**src/inc/rlenc_cfg.svh**
```systemverilog
// rlenc_cfg.svh: offsets, field positions and timing counts of the return-link encoder.
// assumes inclusion by the package and the design files, by its bare name.
`ifndef RLENC_CFG_SVH
`define RLENC_CFG_SVH

// ----------------------------------------------------------------------------
// configuration word fields
// ----------------------------------------------------------------------------
`define RLENC_RACING_BIRD_BIT  25

// ----------------------------------------------------------------------------
// carrier periods per bit
// ----------------------------------------------------------------------------
`define RLENC_RF8   7'h08
`define RLENC_RF16  7'h10
`define RLENC_RF32  7'h20
`define RLENC_RF40  7'h28
`define RLENC_RF64  7'h40

// ----------------------------------------------------------------------------
// preset word addresses and lengths
// ----------------------------------------------------------------------------
`define RLENC_PRESET_FIRST  4'h5
`define RLENC_RB_LAST       4'h7
`define RLENC_LS_LAST       4'h8
`define RLENC_FULL_BITS     6'h20
`define RLENC_HALF_BITS     6'h10
`define RLENC_FIFO_DEPTH    4

`endif

```
**src/inc/rlenc_pkg.sv**
```systemverilog
// rlenc_pkg.sv: types shared by the return-link encoder files.
// assumes rlenc_cfg.svh sits on the include path.
`include "rlenc_cfg.svh"

package rlenc_pkg;

  typedef enum logic {
    RLENC_MANCHESTER = 1'b0,
    RLENC_BIPHASE    = 1'b1
  } rlenc_enc_e;

  typedef enum logic [2:0] {
    RLENC_RATE_8  = 3'b000,
    RLENC_RATE_16 = 3'b001,
    RLENC_RATE_32 = 3'b010,
    RLENC_RATE_40 = 3'b011,
    RLENC_RATE_64 = 3'b100
  } rlenc_rate_e;

  // one word queued for coding, with the coding it was fetched under
  typedef struct packed {
    logic [31:0] data;
    logic [5:0]  nbits;
    rlenc_enc_e  enc;
    rlenc_rate_e rate;
  } rlenc_word_s;

  // default-read setup, as decoded from the configuration word
  typedef struct packed {
    rlenc_enc_e  enc;
    rlenc_rate_e rate;
    logic [3:0]  first_word;
    logic [3:0]  last_word;
    logic        racing_bird_mode_bit;
    logic        livestock_mode;
  } rlenc_setup_s;

  typedef enum logic [1:0] {
    RLENC_SQ_IDLE = 2'b00,
    RLENC_SQ_REQ  = 2'b01,
    RLENC_SQ_WAIT = 2'b10
  } rlenc_seq_e;

  typedef enum logic {
    RLENC_EN_IDLE = 1'b0,
    RLENC_EN_RUN  = 1'b1
  } rlenc_enst_e;

endpackage

```
**src/rtl/rlenc_fifo.sv**
```systemverilog
// rlenc_fifo.sv: small valid/ready FIFO between memory fetch and the coder.
// assumes a single clock and synchronous active-high reset.
`timescale 1ns/1ps

module rlenc_fifo #(
  parameter int WIDTH = 8,
  parameter int DEPTH = 4
) (
  // clock and reset
  input  wire logic             clock,
  input  wire logic             rst,
  // fill side
  input  wire logic             in_valid,
  output logic                  in_ready,
  input  wire logic [WIDTH-1:0] in_data,
  // drain side
  output logic                  out_valid,
  input  wire logic             out_ready,
  output logic      [WIDTH-1:0] out_data
);

  localparam int AW = $clog2(DEPTH);

  logic [WIDTH-1:0] mem_ff [DEPTH];
  logic [AW-1:0]    wr_ff;
  logic [AW-1:0]    nxt_wr;
  logic [AW-1:0]    rd_ff;
  logic [AW-1:0]    nxt_rd;
  logic [AW:0]      cnt_ff;
  logic [AW:0]      nxt_cnt;
  logic             push;
  logic             pop;

  assign in_ready  = (cnt_ff != (AW+1)'(DEPTH));
  assign out_valid = (cnt_ff != '0);
  assign out_data  = mem_ff[rd_ff];
  assign push      = in_valid && in_ready;
  assign pop       = out_valid && out_ready;

  always_comb begin
    nxt_wr  = push ? ((wr_ff == AW'(DEPTH-1)) ? '0 : wr_ff + 1'b1) : wr_ff;
    nxt_rd  = pop ? ((rd_ff == AW'(DEPTH-1)) ? '0 : rd_ff + 1'b1) : rd_ff;
    nxt_cnt = cnt_ff + (AW+1)'(push) - (AW+1)'(pop);
  end

  always_ff @(posedge clock) begin
    if (rst) begin
      wr_ff  <= '0;
      rd_ff  <= '0;
      cnt_ff <= '0;
    end else begin
      wr_ff  <= nxt_wr;
      rd_ff  <= nxt_rd;
      cnt_ff <= nxt_cnt;
    end
  end

  // storage needs no reset: entries are only read once counted valid
  always_ff @(posedge clock) begin
    if (push) begin
      mem_ff[wr_ff] <= in_data;
    end
  end

endmodule // rlenc_fifo

```
**src/rtl/rlenc_encoder.sv**
```systemverilog
// rlenc_encoder.sv: return-link encoder; fetches memory words, codes them
// Manchester or Bi-phase and drives the load modulator.
// assumes carrier_tick is one clock-wide per field period, synchronous to clock,
// and the memory answers each read request with exactly one mem_rvalid pulse.
`timescale 1ns/1ps
`include "rlenc_cfg.svh"

module rlenc_encoder (
  // clock and reset
  input  wire logic                   clock,
  input  wire logic                   rst,
  // field carrier
  input  wire logic                   carrier_tick,
  // setup and read control
  input  wire rlenc_pkg::rlenc_setup_s setup,
  input  wire logic                   read_enable,
  input  wire logic                   cmd_read_valid,
  input  wire logic [3:0]             cmd_read_addr,
  output logic                        cmd_read_ready,
  // memory read port
  output logic                        mem_req,
  output logic [3:0]                  mem_addr,
  input  wire logic                   mem_rvalid,
  input  wire logic [31:0]            mem_rdata,
  // modulator
  output logic                        mod_on,
  output logic                        busy
);

  import rlenc_pkg::*;

  // --------------------------------------------------------------------------
  // effective setup
  // --------------------------------------------------------------------------
  rlenc_enc_e  eff_enc;
  rlenc_rate_e eff_rate;
  logic [3:0]  eff_first;
  logic [3:0]  eff_last;

  always_comb begin
    eff_enc   = setup.enc;
    eff_rate  = setup.rate;
    eff_first = setup.first_word;
    eff_last  = setup.last_word;
    if (setup.racing_bird_mode_bit) begin
      eff_enc   = RLENC_MANCHESTER;
      eff_rate  = RLENC_RATE_64;
      eff_first = `RLENC_PRESET_FIRST;
      eff_last  = `RLENC_RB_LAST;
    end else if (setup.livestock_mode) begin
      eff_enc   = RLENC_BIPHASE;
      eff_rate  = RLENC_RATE_32;
      eff_first = `RLENC_PRESET_FIRST;
      eff_last  = `RLENC_LS_LAST;
    end
  end

  // --------------------------------------------------------------------------
  // word fetch sequencer
  // --------------------------------------------------------------------------
  rlenc_seq_e  sq_ff;
  rlenc_seq_e  nxt_sq;
  logic [3:0]  addr_ff;
  logic [3:0]  nxt_addr;
  logic        single_ff;
  logic        nxt_single;
  logic        rb_ff;
  logic        nxt_rb;
  rlenc_enc_e  wenc_ff;
  rlenc_enc_e  nxt_wenc;
  rlenc_rate_e wrate_ff;
  rlenc_rate_e nxt_wrate;
  logic        fifo_in_ready;
  rlenc_word_s fifo_in;

  assign cmd_read_ready = (sq_ff == RLENC_SQ_IDLE);
  assign mem_req        = (sq_ff == RLENC_SQ_REQ) && fifo_in_ready;
  assign mem_addr       = addr_ff;

  always_comb begin
    nxt_sq     = sq_ff;
    nxt_addr   = addr_ff;
    nxt_single = single_ff;
    nxt_rb     = rb_ff;
    nxt_wenc   = wenc_ff;
    nxt_wrate  = wrate_ff;
    case (sq_ff)
      RLENC_SQ_IDLE: begin
        // a word read command takes precedence over the default stream
        if (cmd_read_valid) begin
          nxt_sq     = RLENC_SQ_REQ;
          nxt_addr   = cmd_read_addr;
          nxt_single = 1'b1;
          nxt_rb     = 1'b0;
          nxt_wenc   = eff_enc;
          nxt_wrate  = eff_rate;
        end else if (read_enable) begin
          nxt_sq     = RLENC_SQ_REQ;
          nxt_addr   = eff_first;
          nxt_single = 1'b0;
          nxt_rb     = setup.racing_bird_mode_bit;
          nxt_wenc   = eff_enc;
          nxt_wrate  = eff_rate;
        end
      end
      RLENC_SQ_REQ: begin
        // full fifo stalls the fetch here
        if (fifo_in_ready) begin
          nxt_sq = RLENC_SQ_WAIT;
        end
      end
      RLENC_SQ_WAIT: begin
        if (mem_rvalid) begin
          if (single_ff || addr_ff == eff_last) begin
            // default stream loops from the first word while enabled
            nxt_sq = RLENC_SQ_IDLE;
          end else begin
            nxt_sq   = RLENC_SQ_REQ;
            nxt_addr = addr_ff + 4'h1;
          end
        end
      end
      default: nxt_sq = RLENC_SQ_IDLE;
    endcase
  end

  always_comb begin
    fifo_in.data  = mem_rdata;
    fifo_in.enc   = wenc_ff;
    fifo_in.rate  = wrate_ff;
    // words 6 and 7 contribute only their low half in racing-bird mode
    fifo_in.nbits = (rb_ff && addr_ff != `RLENC_PRESET_FIRST) ?
                    `RLENC_HALF_BITS : `RLENC_FULL_BITS;
  end

  always_ff @(posedge clock) begin
    if (rst) begin
      sq_ff     <= RLENC_SQ_IDLE;
      addr_ff   <= 4'h0;
      single_ff <= 1'b0;
      rb_ff     <= 1'b0;
      wenc_ff   <= RLENC_MANCHESTER;
      wrate_ff  <= RLENC_RATE_64;
    end else begin
      sq_ff     <= nxt_sq;
      addr_ff   <= nxt_addr;
      single_ff <= nxt_single;
      rb_ff     <= nxt_rb;
      wenc_ff   <= nxt_wenc;
      wrate_ff  <= nxt_wrate;
    end
  end

  // --------------------------------------------------------------------------
  // word queue
  // --------------------------------------------------------------------------
  logic        fifo_out_valid;
  logic        fifo_out_ready;
  rlenc_word_s fifo_out;

  // only one read is outstanding and it is issued with room, so no data drops
  rlenc_fifo #(
    .WIDTH ($bits(rlenc_word_s)),
    .DEPTH (`RLENC_FIFO_DEPTH)
  ) u_fifo (
    .clock     (clock),
    .rst       (rst),
    .in_valid  (mem_rvalid && sq_ff == RLENC_SQ_WAIT),
    .in_ready  (fifo_in_ready),
    .in_data   (fifo_in),
    .out_valid (fifo_out_valid),
    .out_ready (fifo_out_ready),
    .out_data  (fifo_out)
  );

  // --------------------------------------------------------------------------
  // bit coder
  // --------------------------------------------------------------------------
  function automatic logic [6:0] rate_periods(input rlenc_rate_e r);
    case (r)
      RLENC_RATE_8:  rate_periods = `RLENC_RF8;
      RLENC_RATE_16: rate_periods = `RLENC_RF16;
      RLENC_RATE_32: rate_periods = `RLENC_RF32;
      RLENC_RATE_40: rate_periods = `RLENC_RF40;
      RLENC_RATE_64: rate_periods = `RLENC_RF64;
      default:       rate_periods = `RLENC_RF64;
    endcase
  endfunction

  rlenc_enst_e en_ff;
  rlenc_enst_e nxt_en;
  logic [31:0] sh_ff;
  logic [31:0] nxt_sh;
  logic [5:0]  left_ff;
  logic [5:0]  nxt_left;
  logic [6:0]  cnt_ff;
  logic [6:0]  nxt_cnt;
  logic [6:0]  per_ff;
  logic [6:0]  nxt_per;
  rlenc_enc_e  enc_ff;
  rlenc_enc_e  nxt_enc;
  logic        lvl_ff;
  logic        nxt_lvl;
  logic        bit_end;
  logic        mid_bit;

  assign bit_end        = (en_ff == RLENC_EN_RUN) && carrier_tick && (cnt_ff == per_ff - 7'h01);
  assign mid_bit        = (en_ff == RLENC_EN_RUN) && carrier_tick && (cnt_ff == (per_ff >> 1) - 7'h01);
  assign fifo_out_ready = (en_ff == RLENC_EN_IDLE) || (bit_end && left_ff == 6'h01);
  assign mod_on         = lvl_ff;
  assign busy           = (en_ff == RLENC_EN_RUN);

  always_comb begin
    nxt_en   = en_ff;
    nxt_sh   = sh_ff;
    nxt_left = left_ff;
    nxt_per  = per_ff;
    nxt_enc  = enc_ff;
    nxt_lvl  = lvl_ff;
    nxt_cnt  = (en_ff == RLENC_EN_RUN && carrier_tick) ? cnt_ff + 7'h01 : cnt_ff;
    if (fifo_out_valid && fifo_out_ready) begin
      // new word: first bit starts now, lsb first
      nxt_en   = RLENC_EN_RUN;
      nxt_sh   = fifo_out.data;
      nxt_left = fifo_out.nbits;
      nxt_per  = rate_periods(fifo_out.rate);
      nxt_enc  = fifo_out.enc;
      nxt_cnt  = 7'h00;
      if (fifo_out.enc == RLENC_MANCHESTER) begin
        nxt_lvl = fifo_out.data[0];
      end else begin
        nxt_lvl = ~lvl_ff;
      end
    end else if (bit_end) begin
      nxt_cnt = 7'h00;
      if (left_ff == 6'h01) begin
        // starved: load released so the reader sees no stray edges
        nxt_en  = RLENC_EN_IDLE;
        nxt_lvl = 1'b0;
      end else begin
        nxt_sh   = {1'b0, sh_ff[31:1]};
        nxt_left = left_ff - 6'h01;
        if (enc_ff == RLENC_MANCHESTER) begin
          nxt_lvl = sh_ff[1];
        end else begin
          nxt_lvl = ~lvl_ff;
        end
      end
    end else if (mid_bit) begin
      if (enc_ff == RLENC_MANCHESTER) begin
        nxt_lvl = ~sh_ff[0];
      end else if (!sh_ff[0]) begin
        nxt_lvl = ~lvl_ff;
      end else begin
        nxt_lvl = lvl_ff;
      end
    end
  end

  always_ff @(posedge clock) begin
    if (rst) begin
      en_ff   <= RLENC_EN_IDLE;
      sh_ff   <= 32'h0000_0000;
      left_ff <= 6'h00;
      cnt_ff  <= 7'h00;
      per_ff  <= `RLENC_RF64;
      enc_ff  <= RLENC_MANCHESTER;
      lvl_ff  <= 1'b0;
    end else begin
      en_ff   <= nxt_en;
      sh_ff   <= nxt_sh;
      left_ff <= nxt_left;
      cnt_ff  <= nxt_cnt;
      per_ff  <= nxt_per;
      enc_ff  <= nxt_enc;
      lvl_ff  <= nxt_lvl;
    end
  end

endmodule // rlenc_encoder

```
**config.mk**
```make
export PLATFORM = sky130hd
export DESIGN_NAME = rlenc_encoder
export DESIGN_NICKNAME = d
export VERILOG_FILES = /design/src/inc/rlenc_pkg.sv /design/src/rtl/rlenc_fifo.sv /design/src/rtl/rlenc_encoder.sv
export VERILOG_INCLUDE_DIRS = /design/src /design/src/inc
export SDC_FILE = /design/constraint.sdc
export NUM_CORES = 1
export LEC_CHECK = 0
export BUFFER_PORTS_ARGS = -buffer_cell sky130_fd_sc_hd__buf_2
export CAP_MARGIN = 5
export CORE_MARGIN = 5
export CORE_UTILIZATION = 60
export DETAILED_ROUTE_END_ITERATION = 10
export PLACE_DENSITY_LB_ADDON = 0.08
export SKIP_LAST_GASP = 1
export SLEW_MARGIN = 0
export SYNTH_ARGS = -nofsm -noshare
export SYNTH_HDL_FRONTEND = slang
export SYNTH_HIERARCHICAL = 1
export SYNTH_SLANG_ARGS = --single-unit
```
**constraint.sdc**
```tcl
create_clock -name clock -period 3.7 [get_ports clock]
set_input_delay 0.74 -clock clock [delete_from_list [all_inputs] [get_ports clock]]
set_output_delay 0.74 -clock clock [all_outputs]
set_load 0.01 [all_outputs]
```
==> results of run 1 <==
metal layers:
layer  track usage (%)  vias to the layer above  wire length [um]
li1                  -                     2755                 -
met1              27.2                     2869              8350
met2              33.6                      174              9330
met3              3.67                       38              1010
met4              6.49                        0               503
met5                 0                        -                 0
layout make-up:
class	count	area (sq um)	area share (%)
Clock buffer	37	711	6.22
Clock inverter	8	120	1.05
Inverter	19	71.3	0.624
Multi-Input combinational cell	403	3300	28.9
Sequential cell	241	6510	57.0
Tap cell	220	275	2.41
Timing Repair Buffer	71	438	3.83
sequential cells by signal (all words and copies together) (netlist names), named ones only:
| signal | cells |
|---|---|
| u_fifo/wr_ff | 2 |
| rb_ff | 1 |
| u_fifo/rd_ff | 2 |
| u_fifo/mem_ff | 168 |
| u_fifo/cnt_ff | 3 |
| left_ff | 6 |
| sh_ff | 32 |
| cnt_ff | 7 |
| busy | 1 |
| wrate_ff | 3 |
| single_ff | 1 |
| per_ff | 4 |
| mod_on | 1 |
| sq_ff | 2 |
| wenc_ff | 1 |
| enc_ff | 1 |
| mem_addr | 4 |
stage by stage:
| stage | std cells | utilization (%) | hold slack, ps | power, W |
|---|---|---|---|---|
| 3_3_place_gp | 954 | 64.1 | 443 | 0.00535 |
| 2_1_floorplan | 704 | - | 437 | 0.00500 |
| 5_1_grt | 999 | 69.1 | 418 | 0.00831 |
| 4_1_cts | 999 | 69.1 | 417 | 0.00794 |
| 3_5_place_dp | 954 | 64.1 | 447 | 0.00543 |
| 6_report | 999 | 69.1 | 436 | 0.00786 |
path summary, 6_finish.rpt:
check | to | slack, ps | cells past startpoint
max | u_fifo/cnt_ff[2] | 440 | 16
min | single_ff | 440 | 2
max reg2reg | u_fifo/cnt_ff[2] | 440 | 16
min reg2reg | sh_ff[3] | 460 | 2
cell families (layout without fill, tap and decap cells):
kind of cell    count (synthesis)  after routing  share of synthesized area [%]
buf+inv                        60            135                           3.08
fa+ha+maj                      14             14                           1.82
flops                         241            241                           64.7
xor+xnor                       21             21                           2.24
compound gates                120            120                           9.40
mux                            45             45                           9.70
simple gates                  187            187                           9.04
other cells                     1             16                         0.0373
cells in the final DEF, fill, tap and decap left out, drive strengths merged, types with 3 or more instances in the layout:
master	count
conb	16
mux2i	3
or3	3
and3	5
ha	13
o31ai	3
buf	71
a21oi	41
a211o	3
nand3	11
xnor2	5
a31o	3
o41ai	3
xor2	13
nand4	3
o211ai	3
nor2	48
a22oi	17
clkbuf	37
a211oi	3
nor3	12
nand2	74
nor3b	3
inv	19
o21ai	13
nand2b	7
edfxtp	168
xnor3	3
dfxtp	73
nor2b	5
mux4	42
bufinv	3
a311oi	15
clkinv	3
power by group:
part	internal (W)	switching [W]
Combinational	0.000885	0.000994
Sequential	0.00318	0.000306
Clock	0.00153	0.000959
==> metrics.txt, run 1 <==
status=complete, no violations; Total GRT Usage=20.2%; Cell variety after synth=77; final hold viol count=0; DR pass1 iterations=5; fin crit period=3260 ps; Design Area, Final=11400 sq um; ANT nets after route=0; min-delay worst type=in2reg; Die H=139 um; Ports=64; core area=16500 sq um; synthesized area=10100 sq um; FMAX=307 MHz; Starting Density=60.9%; critical path, cell by cell=inv_1, ha_1, xor2_1, nand4_1, nor3_1, nand2b_1, o31ai_1, inv_1, ha_1, inv_1, ha_1, inv_1, fa_1, xor2_1, and2_1, nor3_1; Slew @ Worst Pin=811 ps; top post-synthesis cells by count=edfxtp_1 (168), dfxtp_1 (73), nand2_1 (73); slowest cell on the critical path=dfxtp_1; synth top area cells=edfxtp_1 (50%), dfxtp_1 (15%), mux4_2 (9.4%); Yosys warning count=6; Maximum Capacitance Violations=0; vias per cell=5.84; Final #Nets=831; drc violations=0; post-CTS setup buffer count=0; CP Buf/Inv Count=4; Worst setup startpoint=per_ff[3]; prevailing post-synth register cell=edfxtp_1; diodes inserted=0; Clk Latency, worst-skew pair=500 ps; CTS Buf Count=25; CP startpoint kind=flip-flop; post-DP HPWL=11.7 mm; cell mode on critical path=inv_1; DR vias=5836; most frequent cell after synthesis=edfxtp_1; setup-violating endpoint count in the final report=0; clock skew=7.83 ps; CTS Buffer Depth=3; clk slew on worst S/H paths=60 ps; number of flops mapped to enable cells by yosys=168; Filler Cell Count=1160; Setup TNS=0 ps; Data required, critical path=4120 ps; port bufs=63; Max Slew Vio Count=0; Cell Pwr Density=688 nW/um^2; Clock Tree Root=clkbuf_16; hold path startpoint=rst; layout cells sized above 1=24.4%; Final Wtd Congestion=0.828; Worst Setup Path Type=reg2reg; pin count of the biggest net entering global routing=59; number of core rows=47; Synth Instances=689; first-pass GRT wire length=31.7 mm; CP peak stage delay=430 ps; delay-heaviest family, CP=adder cells; CP endpoint kind=flip-flop; crit path DAT=3680 ps; leakage=3.95 nW; initial antenna violation count=0; DR iter-0 viols=413; DP Area=10600 sq um; sequential area share after synthesis=64.7%; # clock sinks=241; Worst VDD drop=0.450 mV; pre-CTS WS=443 ps; RSZ-0062 raised after global routing=no; Slew headroom=46.0%; vias in the first global route=6102; H-tree Lvls=1; area share of the largest cell type after synthesis=50.1%; crit share post-route=88.1%; Synth Register Bits=241; total grt overflow=0; fraction of registers with async set/reset=0%; Synth Area per Inst=14.6 sq um; RR Startpoint=per_ff[3]; post_cts resized=0; area leader, netlist=edfxtp_1; TritonCTS clock tree=yes; total die area=19500 sq um; Die Wd=139 um; WL per Instance=19.2 um; final wirelength=19.2 mm; worst-path fanout max=5; Final WS setup=442 ps; Hold-fix buffers, CTS=0; area grow syn2layout=13.6%
(Power assumes the default switching activity.)
==> inputs of run 2 (changes only) <==
ABC_AREA = 1   (was not set)
CORE_ASPECT_RATIO = 0.7   (was not set)
==> run 2 against run 1 <==
  * Clock skew increased by 12 ps
  * Via count increased by 26%
  * Global-route usage increased by 1.3 points
  * Count of clock-buffer cells in the layout decreased by 9
  * Setup slack improved by 360 ps
  * Highest routed layer unchanged
==> metrics.txt, run 2 <==
pre-CTS WS=604 ps; top flop regs=u_fifo/mem_ff: 168 flops, sh_ff: 32 flops, cnt_ff: 7 flops; fraction of registers with async set/reset=0%; Final #Nets=1164; crit share post-route=78.4%; Data required, critical path=4120 ps; Ports=64; CP Buf/Inv Count=5; Filler Cell Count=1339; ANT nets after route=0; DR iter-0 viols=553; Cell variety after synth=43; global routing's busiest layer=met1; Internal=0.00533 W; slowest cell on the critical path=dfxtp_1; leakage=4.38 nW; met3 Track Usage GR=3.17%; initial antenna violation count=0; number of flops mapped to enable cells by yosys=168; RSZ-0062 raised after global routing=no; Worst VDD drop=0.466 mV; setup-violating endpoint count in the final report=0; post_cts resized=0; vias in the first global route=6781; synthesized area=10400 sq um; TritonCTS clock tree=yes; GR Util met2=32.3%; final hold viol count=0; Cell Pwr Density=726 nW/um^2; layout cells sized above 1=12.6%; H-tree Lvls=1; worst-path fanout max=6; Yosys warning count=6; FMAX=345 MHz; switching share of power=37.0%; sequential share of power=40.3%; DR pass1 iterations=5; area share of the largest cell type after synthesis=48.4%; commonest non-fill, non-tap cell in the layout=edfxtp_1; Final Wtd Congestion=0.844; total grt overflow=0; CP peak stage delay=380 ps; Die Wd=168 um; Slew headroom=50.9%; top post-synthesis cells by count=edfxtp_1 (168), nor2_1 (164), nand2_1 (143); drc violations=0; vias per cell=5.46; most frequent cell after synthesis=edfxtp_1; CTS Buf Count=23; Most flops, register=u_fifo/mem_ff; synth top area cells=edfxtp_1 (48%), dfxtp_1 (14%), nor2_1 (5.9%); clk slew on worst S/H paths=60 ps; footprint of the multi-input gates=3400 sq um; Total GRT Usage=21.5%; Synth Register Bits=241; Synth Area per Inst=10.2 sq um; power share of the combinational group=34.2%; total die area=20200 sq um; Clock power frac=25.5%; CTS Buffer Depth=3; prevailing post-synth register cell=edfxtp_1; Storage cell area=6510 sq um; Die H=120 um; delay-heaviest family, CP=adder cells; Hold-fix buffers, CTS=0; Slew @ Worst Pin=734 ps; Max Slew Vio Count=0; Synth Instances=1025; CP endpoint kind=flip-flop; Clk Latency, worst-skew pair=520 ps; post-CTS setup buffer count=0; crit path DAT=3330 ps; clock skew=19.4 ps; Maximum Capacitance Violations=0; Final WS setup=798 ps; diodes inserted=0; Setup TNS=0 ps; critical path, cell by cell=inv_2, ha_1, inv_1, nand2_1, nand2_1, nand3_1, nor2_2, nand3_4, nand2_8, a21boi_1, ha_1, inv_1, ha_1, inv_1, fa_1, inv_1, nand2_1, nand2_1, nor2_1; status=complete, no violations; # clock sinks=241; core area=17100 sq um; Worst Setup Path Type=reg2reg; sequential area share after synthesis=62.4%; final wirelength=21.5 mm; WL per Instance=16.1 um; min-delay worst type=in2reg; most frequent cells in the layout=edfxtp_1 (168), nor2_1 (160), nand2_1 (143); area grow syn2layout=11.8%; post-DP HPWL=13.3 mm; DR vias=7326; Clock Tree Root=clkbuf_16; CP startpoint kind=flip-flop; P_sw=0.00313 W; port bufs=63; first-pass GRT wire length=35.2 mm; pin count of the biggest net entering global routing=55; number of core rows=40; met1 Use GR=33.6%; area leader, netlist=edfxtp_1; fin crit period=2900 ps; Starting Density=60.9%; max reg flops=168
-- run 2: power groups by stage --
stage	registers, W	clock network (W)	logic (W)
CTS	0.00341	0.00219	0.00289
detailed placement	0.00347	0	0.00287
global placement	0.00346	0	0.00283
floorplan	0.00343	0	0.00226
global route	0.00345	0.00231	0.00330
finish	0.00341	0.00216	0.00289
-- run 2: layout make-up --
class,instances,area share [%]
repair buffers,78,4.10
clock inverters,14,0.805
multi-input cells,672,29.2
clock buffers,28,5.10
flip-flops and latches,241,55.8
inverters,78,2.53
well taps,231,2.48
-- run 2: kinds of logic (layout without fill, tap and decap cells) --
group | count (synthesis) | in the layout | synth area share [%]
AOI/OAI and AO/OA | 220 | 220 | 11.9
and+or+nand+nor | 405 | 405 | 16.7
xor gates and xnor gates | 17 | 17 | 1.43
buffers and inverters | 127 | 198 | 5.85
adders and majority gates | 14 | 14 | 1.75
other | 1 | 16 | 0.0360
DFF | 241 | 241 | 62.4
-- run 2: final timing paths --
check	startpoint	to	slack (ps)	depth (start not counted)
setup / recovery	per_ff[3]	u_fifo/cnt_ff[2]	800	19
hold / removal	mem_rdata[30]	u_fifo/mem_ff[0][40]	430	1
setup reg to reg	per_ff[3]	u_fifo/cnt_ff[2]	800	19
hold reg to reg	single_ff	single_ff	460	2
-- run 2: routing by layer --
layer / routed length (um) / part of all wire [%]
met1: 10500 / 49
met4: 335 / 1.6
met2: 9420 / 44
met5: 0 / 0
met3: 1250 / 5.8
-- run 2: stage by stage --
step | utilization, % | instance area, sq um | cells | total power, W | hold slack [ps]
after detailed placement | 64.1 | 11000 | 1300 | 0.00634 | 450
final | 68.1 | 11700 | 1342 | 0.00846 | 426
after global placement | 64.1 | 11000 | 1300 | 0.00629 | 448
after global routing | 68.1 | 11700 | 1342 | 0.00906 | 416
after floorplan | - | 10500 | 1040 | 0.00569 | 441
after CTS | 68.1 | 11700 | 1342 | 0.00849 | 407
-- run 2: worst reg2reg max path, stage by stage, from the launching register on --
cell      delay (ps)
dfxtp_1          380
inv_2             80
ha_1             330
inv_1             60
nand2_1           40
nand2_1           70
nand3_1           80
nor2_2           170
nand3_4          130
nand2_8           80
a21boi_1         260
ha_1             280
inv_1             60
ha_1             130
inv_1             50
fa_1             350
inv_1             80
nand2_1           60
nand2_1           70
nor2_1            40
==> inputs of run 3 (changes only) <==
CORE_UTILIZATION = 55   (was 60)
clock period = 2.4 ns   (was 3.7 ns; I/O delays follow)
==> run 3 against run 2 <==
  * Register-to-register slack lost 960 ps
  * Highest routed layer is now met5
  * Power grew 63%
  * Setup slack lost 960 ps
  * Global-route usage shrank 0.97 points
  * Clock skew shrank 12 ps
  * Largest power group unchanged
  * Via count grew 2.4%
  * Die area grew 8.4%
  * Combinational power grew 68%
  * The run now ends with setup timing left
  * Largest cell class unchanged
  * Sequential cell count is the same
  * Count of clock-buffer cells in the layout grew 1
==> metrics.txt, run 3 (synthesized netlist as in run 2, its figures left out) <==
status=complete, but fails checks; failing checks=setup timing; fin util=64.3%; Final WS setup=-161 ps; CP startpoint kind=flip-flop; Clock Tree Root=clkbuf_16; Clk Latency, worst-skew pair=510 ps; core area=18800 sq um; # clock sinks=241; Slew headroom=52.6%; switching share of power=35.7%; commonest non-fill, non-tap cell in the layout=edfxtp_1; Final Wtd Congestion=0.833; power share of the combinational group=35.2%; port bufs=63; Cell Pwr Density=1140 nW/um^2; min-delay worst type=in2reg; final hold viol count=0; slowest cell on the critical path=fa_2; sequential share of power=38.8%; top flop regs=u_fifo/mem_ff: 168 flops, sh_ff: 32 flops, cnt_ff: 7 flops; CTS Buf Count=23; Hold-fix buffers, CTS=0; RSZ-0062 raised after global routing=yes; H-tree Lvls=1; P_sw=0.00492 W; Clock power frac=26.1%; Setup TNS=-310 ps; Max Slew Vio Count=0; DR iter-0 viols=519; Ports=64; Data required, critical path=2790 ps; drc violations=0; Worst Setup Path Type=reg2reg; worst-path fanout max=3; Slew @ Worst Pin=707 ps; Most flops, register=u_fifo/mem_ff; TritonCTS clock tree=yes; DP Area=11200 sq um; area grow syn2layout=15.7%; crit path DAT=2950 ps; Maximum Capacitance Violations=0; pin count of the biggest net entering global routing=47; Die Wd=175 um; CTS Buffer Depth=3; clk slew on worst S/H paths=60 ps; crit share post-route=107%; leakage=4.59 nW; ANT nets after route=0; total die area=21900 sq um; Design Area, Final=12100 sq um; DR pass1 iterations=7; setup-violating endpoint count in the final report=2; vias in the first global route=6912; post-DP HPWL=14.3 mm; FMAX=390 MHz; Internal=0.00886 W; clock skew=7.16 ps; Worst VDD drop=0.769 mV; Die H=125 um; Total GRT Usage=20.5%; Final Power=0.0138 W; critical path, cell by cell=inv_4, ha_4, inv_2, nand2_2, nand2_2, nand3_4, nor2_4, nand3_4, nand2_8, a21boi_4, ha_4, inv_2, ha_4, inv_2, fa_2, nor2_1; DR vias=7500; total grt overflow=0; WL per Instance=16.3 um; final wirelength=22.6 mm; vias per cell=5.42; most frequent cells in the layout=edfxtp_1 (168), nor2_1 (160), nand2_1 (139); Final #Nets=1195; fin crit period=2560 ps; Starting Density=55.6%; number of core rows=42; diodes inserted=0; max reg flops=168; initial antenna violation count=1; layout cells sized above 1=16.4%; CP endpoint kind=flip-flop; first-pass GRT wire length=36.5 mm; CP peak stage delay=510 ps
[run 3: changes by cell type in the layout (fill, tap and decap cells not counted), moves of 3 or more]
cell,before,now
inv_2,3,7
nand2_2,4,8
ha_1,13,10
bufinv_16,0,3
inv_1,71,66
ha_4,0,3
nand2_1,143,139
buf_4,11,40
clkinvlp_4,4,0
[run 3: final timing paths]
kind	startpoint	end	slack (ps)	cells past startpoint
worst max-delay path	per_ff[3]	u_fifo/cnt_ff[1]	-160	16
worst min register to register	single_ff	single_ff	470	2
worst max register to register	per_ff[3]	u_fifo/cnt_ff[1]	-160	16
worst min-delay path	mem_rdata[25]	u_fifo/mem_ff[0][35]	180	1
[run 3: critical path: cells and delay by family (launching register included)]
| kind | cells | cell delay [ps] |
|---|---|---|
| compound gates | 1 | 200 |
| fa+ha+maj | 4 | 1080 |
| simple gates | 7 | 610 |
| flops | 1 | 350 |
| buf+inv | 4 | 180 |
[run 3: repair_timing]
| action | 4_1_cts | 5_1_grt |
|---|---|---|
| pin swaps | 4 | 6 |
| gates resized for setup | 5 | 8 |
| setup endpoints to repair | 2 | 9 |
| setup buffers | 2 | 1 |
[run 3: routing by layer]
metal / GRT usage (%) / part of all wire (%) / vias up
met2: 30.3 / 42 / 228
met3: 4.25 / 7.9 / 42
met5: 0 / 0.049 / -
met4: 4.99 / 2.1 / 2
li1: - / - / 3726
met1: 31.3 / 48 / 3502
[run 3: metrics by stage]
stage,instances,setup slack [ps],hold slack [ps]
floorplan,1040,-672,441
global placement,1339,-149,448
detailed placement,1339,-209,453
CTS,1383,-113,166
global route,1384,-281,156
finish,1384,-161,179
[run 3: power by group through the flow]
stage / registers [W] / clock network, W / logic, W
2_1_floorplan: 0.00530 / 0 / 0.00353
3_3_place_gp: 0.00541 / 0 / 0.00465
3_5_place_dp: 0.00542 / 0 / 0.00471
4_1_cts: 0.00534 / 0.00365 / 0.00478
5_1_grt: 0.00540 / 0.00387 / 0.00547
6_report: 0.00534 / 0.00359 / 0.00485
[run 3: final cells by class]
class / count / area (sq um)
clock buffers: 29 / 608
clock inverters: 13 / 138
fillers: 1508 / 6690
inverters: 78 / 298
multi-input cells: 672 / 3480
flip-flops and latches: 241 / 6510
well taps: 242 / 303
repair buffers: 109 / 736
